<file path="src/include/dam_defs.vh">
// constants for the dual converter output mode control
`ifndef DAM_DEFS_VH
`define DAM_DEFS_VH

`define DAM_DATA_W          8
`define DAM_PIPE_STAGES     4
`define DAM_RECOVERY_CYCLES 15
`define DAM_RECOVERY_W      5

`define DAM_MODE_STBY_BOTH  2'h0
`define DAM_MODE_STBY_B     2'h1
`define DAM_MODE_NORMAL     2'h2
`define DAM_MODE_ALIGN      2'h3
`define DAM_MODE_RESET      2'h0

`define DAM_FMT_MSB         7

`endif

</file>
<file path="src/logic/dam_pipe.v">
// sample pipeline stages advanced by one channel's encode edge
`timescale 1ns/1ps
module dam_pipe #(
  parameter W     = 8,
  parameter DEPTH = 3
) (
  input  wire         clk,
  input  wire         reset_n,
  input  wire         advance,
  input  wire [W-1:0] din,
  output wire [W-1:0] dout
);

  reg [W-1:0] stage [0:DEPTH-1];
  integer     i;

  always @(posedge clk or negedge reset_n) begin
    if (!reset_n) begin
      for (i = 0; i < DEPTH; i = i + 1) begin
        stage[i] <= {W{1'b0}};
      end
    end else if (advance) begin
      stage[0] <= din;
      for (i = 1; i < DEPTH; i = i + 1) begin
        stage[i] <= stage[i-1];
      end
    end
  end

  // last stage feeds the output register, which is the final pipeline stage
  assign dout = stage[DEPTH-1];

endmodule // dam_pipe

</file>
<file path="src/logic/dam_output_control.v">
// output mode, format and standby control of a dual 8-bit sampling converter
//
// What this block does
// straps 00: both channels in standby, no conversion output on either.
// straps 01: only channel B in standby, channel A converts normally.
// straps 10: both channels run, channel B gets no extra delay.
// straps 11: channel B output delayed half a clock cycle (data align).
// format input low gives offset binary, high gives twos complement.
// channel A advances on clock A, channel B on clock B.
// each channel drives its own 8-bit output bus, bit 7 is msb.
// sample reaches the output bus after four stages of its channel clock.
// channel leaving standby needs 15 clock cycles before data counts as valid.
// output drivers released to high impedance while channel in standby.
// shared clock, no data align: both outputs update on same rising edge.
// straps held static during conversion by the system; no change handshake.
`timescale 1ns/1ps
`include "dam_defs.vh"
module dam_output_control #(
  parameter DATA_W          = `DAM_DATA_W,
  parameter PIPE_STAGES     = `DAM_PIPE_STAGES,
  parameter RECOVERY_CYCLES = `DAM_RECOVERY_CYCLES,
  parameter RECOVERY_W      = `DAM_RECOVERY_W
) (
  input  wire              clk,
  input  wire              reset_n,
  input  wire              clk_en,
  input  wire              mode_strap_one,
  input  wire              mode_strap_two,
  input  wire              output_format_select,
  input  wire              channel_a_sample_clock,
  input  wire              channel_b_sample_clock,
  input  wire [DATA_W-1:0] channel_a_conv_word,
  input  wire [DATA_W-1:0] channel_b_conv_word,
  output reg  [DATA_W-1:0] channel_a_sample_bus,
  output reg               channel_a_bus_oe,
  output reg               channel_a_data_valid,
  output reg  [DATA_W-1:0] channel_b_sample_bus,
  output reg               channel_b_bus_oe,
  output reg               channel_b_data_valid,
  output reg  [1:0]        active_mode
);

  localparam [RECOVERY_W-1:0] REC_DONE = RECOVERY_CYCLES[RECOVERY_W-1:0];
  localparam [RECOVERY_W-1:0] REC_ONE  = {{(RECOVERY_W-1){1'b0}}, 1'b1};
  localparam [RECOVERY_W-1:0] REC_ZERO = {RECOVERY_W{1'b0}};

  // offset binary to twos complement is an msb flip
  function [DATA_W-1:0] code_word;
    input [DATA_W-1:0] raw;
    input              twos;
    begin
      code_word = raw;
      if (twos) begin
        code_word[`DAM_FMT_MSB] = ~raw[`DAM_FMT_MSB];
      end
    end
  endfunction

  // recovery count: cleared in standby, counts encode edges up to done
  function [RECOVERY_W-1:0] recover_step;
    input [RECOVERY_W-1:0] cnt;
    input                  stby;
    input                  edge_seen;
    begin
      recover_step = cnt;
      if (stby) begin
        recover_step = REC_ZERO;
      end else if (edge_seen && cnt != REC_DONE) begin
        recover_step = cnt + REC_ONE;
      end
    end
  endfunction

  reg                  sclk_a_prev;
  reg                  sclk_b_prev;
  reg [RECOVERY_W-1:0] recover_a;
  reg [RECOVERY_W-1:0] recover_b;
  reg                  stby_a;
  reg                  stby_b;
  reg                  align_b;
  reg [DATA_W-1:0]     hold_b;
  reg [RECOVERY_W-1:0] next_recover_a;
  reg [RECOVERY_W-1:0] next_recover_b;

  wire              rise_a;
  wire              rise_b;
  wire              fall_b;
  wire              advance_a;
  wire              advance_b;
  wire              load_b;
  wire [DATA_W-1:0] pipe_a_out;
  wire [DATA_W-1:0] pipe_b_out;

  // encode clocks are plain synchronous inputs; edges found against last sample
  assign rise_a = clk_en & channel_a_sample_clock & ~sclk_a_prev;
  assign rise_b = clk_en & channel_b_sample_clock & ~sclk_b_prev;
  assign fall_b = clk_en & ~channel_b_sample_clock & sclk_b_prev;

  always @(posedge clk or negedge reset_n) begin
    if (!reset_n) begin
      sclk_a_prev <= 1'b0;
      sclk_b_prev <= 1'b0;
    end else if (clk_en) begin
      sclk_a_prev <= channel_a_sample_clock;
      sclk_b_prev <= channel_b_sample_clock;
    end
  end

  // straps are assumed static; a change simply takes effect next cycle
  always @(posedge clk or negedge reset_n) begin
    if (!reset_n) begin
      active_mode <= `DAM_MODE_RESET;
    end else if (clk_en) begin
      active_mode <= {mode_strap_one, mode_strap_two};
    end
  end

  always @* begin
    stby_a  = 1'b0;
    stby_b  = 1'b0;
    align_b = 1'b0;
    case (active_mode)
      `DAM_MODE_STBY_BOTH: begin
        stby_a = 1'b1;
        stby_b = 1'b1;
      end
      `DAM_MODE_STBY_B: begin
        stby_b = 1'b1;
      end
      `DAM_MODE_NORMAL: begin
        align_b = 1'b0;
      end
      `DAM_MODE_ALIGN: begin
        align_b = 1'b1;
      end
      default: begin
        stby_a = 1'b1;
        stby_b = 1'b1;
      end
    endcase
  end

  // standby freezes the pipeline so nothing new is converted
  assign advance_a = rise_a & ~stby_a;
  assign advance_b = rise_b & ~stby_b;

  // aligned channel B loads on the falling encode edge, half a cycle late
  assign load_b = ~stby_b & (align_b ? fall_b : rise_b);

  dam_pipe #(
    .W     (DATA_W),
    .DEPTH (PIPE_STAGES - 1)
  ) u_pipe_a (
    .clk     (clk),
    .reset_n (reset_n),
    .advance (advance_a),
    .din     (code_word(channel_a_conv_word, output_format_select)),
    .dout    (pipe_a_out)
  );

  dam_pipe #(
    .W     (DATA_W),
    .DEPTH (PIPE_STAGES - 1)
  ) u_pipe_b (
    .clk     (clk),
    .reset_n (reset_n),
    .advance (advance_b),
    .din     (code_word(channel_b_conv_word, output_format_select)),
    .dout    (pipe_b_out)
  );

  // aligned B must show the word normal mode loads at a rise, half a B clock later
  always @(posedge clk or negedge reset_n) begin
    if (!reset_n) begin
      hold_b <= {DATA_W{1'b0}};
    end else if (advance_b) begin
      hold_b <= pipe_b_out;
    end
  end

  // output register is the fourth stage of each channel
  always @(posedge clk or negedge reset_n) begin
    if (!reset_n) begin
      channel_a_sample_bus <= {DATA_W{1'b0}};
      channel_b_sample_bus <= {DATA_W{1'b0}};
    end else begin
      if (advance_a) begin
        channel_a_sample_bus <= pipe_a_out;
      end
      if (load_b) begin
        channel_b_sample_bus <= align_b ? hold_b : pipe_b_out;
      end
    end
  end

  // drivers released while in standby; bus value is held, not cleared
  always @(posedge clk or negedge reset_n) begin
    if (!reset_n) begin
      channel_a_bus_oe <= 1'b0;
      channel_b_bus_oe <= 1'b0;
    end else if (clk_en) begin
      channel_a_bus_oe <= ~stby_a;
      channel_b_bus_oe <= ~stby_b;
    end
  end

  always @* begin
    next_recover_a = recover_step(recover_a, stby_a, rise_a);
    next_recover_b = recover_step(recover_b, stby_b, rise_b);
  end

  // recovery also covers pipeline fill, since 15 exceeds the four stages
  always @(posedge clk or negedge reset_n) begin
    if (!reset_n) begin
      recover_a            <= REC_ZERO;
      recover_b            <= REC_ZERO;
      channel_a_data_valid <= 1'b0;
      channel_b_data_valid <= 1'b0;
    end else if (clk_en) begin
      recover_a            <= next_recover_a;
      recover_b            <= next_recover_b;
      channel_a_data_valid <= ~stby_a & (next_recover_a == REC_DONE);
      channel_b_data_valid <= ~stby_b & (next_recover_b == REC_DONE);
    end
  end

endmodule // dam_output_control

</file>
<file path="config.mk">
export PLATFORM = sky130hd
export DESIGN_NAME = dam_output_control
export DESIGN_NICKNAME = d
export VERILOG_FILES = /design/src/logic/dam_pipe.v /design/src/logic/dam_output_control.v
export VERILOG_INCLUDE_DIRS = /design/src /design/src/include
export SDC_FILE = /design/constraint.sdc
export NUM_CORES = 1
export LEC_CHECK = 0
export ABC_AREA = 1
export BUFFER_PORTS_ARGS = -buffer_cell sky130_fd_sc_hd__buf_2
export CORE_UTILIZATION = 41
export DETAILED_ROUTE_END_ITERATION = 8
export GPL_TIMING_DRIVEN = 0
export SLEW_MARGIN = 10
export SYNTH_ARGS = -nofsm -noshare
export SYNTH_HDL_FRONTEND = slang
export SYNTH_SLANG_ARGS = --single-unit
</file>
<file path="constraint.sdc">
create_clock -name clk -period 1.7 [get_ports clk]
set_input_delay 0.17 -clock clk [delete_from_list [all_inputs] [get_ports clk]]
set_output_delay 0.17 -clock clk [all_outputs]
set_load 0.01 [all_outputs]
</file>
==> reports/results.ini <==
[timing]
finClkSkew_ns=0.00965
min_period_ns=1.71
hold_viol=0
fin_tns_setup_ns=-0.0113
relSlewSlack_pct=63.1
grt_setup_unrepaired=yes
setup_viol_count_final=1
min_period_over_period_pct=101
setup_slack_ns=-0.0113
fmax_ghz=0.584
slew_violations=0
tightestPinTransition_ns=0.553

[layout]
drive_gt1_share_pct=20.0
num_antenna_cells=0
final_nets=554
syn2layout_area_growth_pct=19.0
nFillCells=867
fin_cells=641
fin_util_pct=50.1

[yosys]
netlist.area_leader.share_pct=58.4
synth_area_leader_cell=dfrtp_1
syn_inst=456
synth-seq-cells=90
ys_seq_area_share_pct=58.4
syn_nets=484
ys_warn_count=0
synthTopCellsByArea=dfrtp_1 (58%), nand2_1 (20%), o21ai_0 (4.5%)
synth_area_um2=3850
synth.distinct_cells=26
synth_area_per_cell_um2=8.45

[drt]
routed_wl_um=7610
drc=0
num_vias=3008
wire_per_inst_um=11.9
vias_per_cell=4.69
firstDrtPassIters=4
antenna_left=0
drt_iter0_drc=162

[global_route]
grt_overflow=0
grt_pass1_wl_um=13100
grt_max_degree=50
track_usage_pct=17.1
grt_pass1_vias=2813
antenna_found_initial=0

[power]
p_per_area_nw_per_um2=1190
ir_drop_mv=0.678
leakagePower_nw=2.35

[floorplanning]
rows=35
ioPinCount=46
start_util_pct=42.1
die_height_um=99.0
coreArea_um2=9150
dieArea_um2=9790
die_width_um=99.0

[worst_setup_path]
arrival_ns=2.01
reg2reg_slack_ns=-0.01
slowest_delay_ns=0.45
crit_path_end_kind=flip-flop
crit_required_ns=2.00
cp_max_fo=2
cp_slowest_cell=dfrtp_2
crit_chain=ha_4 -> nand2_2 -> nor2_2 -> ha_2 -> nor3_4 -> buf_6 -> nand2_2 -> nand2_2 -> nand2_1 -> nor2_1 -> nand2_1 -> nand2_1
crit_type=flip-flop to flip-flop
worst_setup_path_start_kind=flip-flop

[clock_network]
clkTransAtPathRegs_ns=0.09
cts_buffer_depth=2
clock-sinks=90
cts_tree=yes
numCtsBuffers=9
clk_latency_ns=0.35
cts_max_level=3
clockRootBuffer=clkbuf_8

[placed_design]
place.gp.congestion=0.761
dp_hpwl_um=5110
place_ws_ns=-0.115
place_inst=612
io_buffers=44

[run_status]
outcome=complete, but fails checks
violations=setup timing

[job]
cap_violations=0

[min_path]
hp-class=input pin to flip-flop

## power by group
part | leakage, nW | internal [W] | switching (W)
Sequential | 1.16 | 0.00272 | 0.000307
Combinational | 1.12 | 0.000480 | 0.000651
Clock | 0.0750 | 0.000531 | 0.000760
## layout by cell type, fill, tap and decap left out, types with 9 or more instances in the layout
cell and n:
buf_4 9, nand3_1 11, buf_2 52, nor2_1 24, inv_1 28, dfrtp_1 89, nand2_1 199, clkbuf_8 9
a21oi_1 14, o21ai_0 34
## worst max-delay path: cells and delay by family, from the launching register on
family        cells  cell delay, ns
fa+ha+maj         2            0.37
buf+inv           1            0.12
flops             1            0.45
simple gates      9            0.71
## logic make-up after synthesis
family	count (synthesis)	share of synthesized area, %
and+or+nand+nor	253	26.2
DFF	90	58.4
AOI/OAI and AO/OA	54	7.60
buffers and inverters	51	5.55
xor gates and xnor gates	4	0.909
adders and majority gates	4	1.30
## registers in the layout, summed over array words and instances, names as in the netlist, 2 cells and up
| name | cells |
|---|---|
| u_pipe_a.stage | 16 |
| u_pipe_b.dout | 8 |
| active_mode | 2 |
| u_pipe_a.dout | 8 |
| channel_a_sample_bus | 8 |
| u_pipe_b.stage | 16 |
| channel_b_sample_bus | 8 |
| recover_a | 5 |
| hold_b | 8 |
| recover_b | 5 |
## metrics by stage
stage	cell area, um2	total power (W)	hold WS (ns)
2_1_floorplan	3850	0.00372	-0.126
3_3_place_gp	4210	0.00410	0.366
3_5_place_dp	4240	0.00415	0.196
5_1_grt	4590	0.00587	0.00322
4_1_cts	4490	0.00549	0.00138
6_report	4590	0.00545	0.0106
## layout make-up
| type | count | area (um2) | area share (%) |
|---|---|---|---|
| clock buffers | 10 | 128 | 2.78 |
| well taps | 111 | 139 | 3.03 |
| repair buffers | 59 | 374 | 8.16 |
| clock inverters | 5 | 40.0 | 0.873 |
| flip-flops and latches | 90 | 2250 | 49.1 |
| multi-input cells | 315 | 1440 | 31.4 |
| plain buffers | 18 | 90.1 | 1.96 |
| inverters | 33 | 124 | 2.70 |
## Yosys cell counts
master,n
nor3_1,1
dfrtp_1,90
buf_6,1
o21ai_4,1
a21oi_1,14
inv_2,4
buf_4,1
xor2_1,2
o22ai_1,1
nand3_1,11
a21oi_2,2
o21ai_0,35
nand3_4,1
nor2_1,28
ha_1,4
buf_2,9
o21a_1,1
nor2_4,2
nand2_1,205
clkbuf_1,6
inv_1,29
buf_1,1
nor3_2,1
xnor2_1,2
nand2_2,1
nand4_1,3
## repair_timing
item / 4_1_cts / 5_1_grt
setup buffers: 3 / 5
pin swaps: 2 / 8
resized for setup: 1 / 19
hold buffers: 6 / 0
endpoints found under the setup margin: 1 / 15
endpoints found under the hold margin: 46 / 0
## path summary, 6_finish.rpt
| check | from | to | depth (start not counted) |
|---|---|---|---|
| worst min register to register | channel_b_bus_oe | channel_b_bus_oe | 2 |
| min in group asynchronous | reset_n | recover_b[3] | 2 |
| worst max-delay path | recover_a[0] | channel_a_data_valid | 12 |
| worst min-delay path | channel_b_conv_word[4] | u_pipe_b.stage[20] | 3 |
| worst max register to register | recover_a[0] | channel_a_data_valid | 12 |
| max in group asynchronous | reset_n | u_pipe_b.stage[16] | 3 |
## routing by layer
metal | global-route usage (%) | share of wire (%)
met5 | 0 | 0
met4 | 6.20 | 1.4
met3 | 4.33 | 3.5
met2 | 25.4 | 45
met1 | 24.3 | 50
Note: power is estimated with default switching activity, not from simulation.
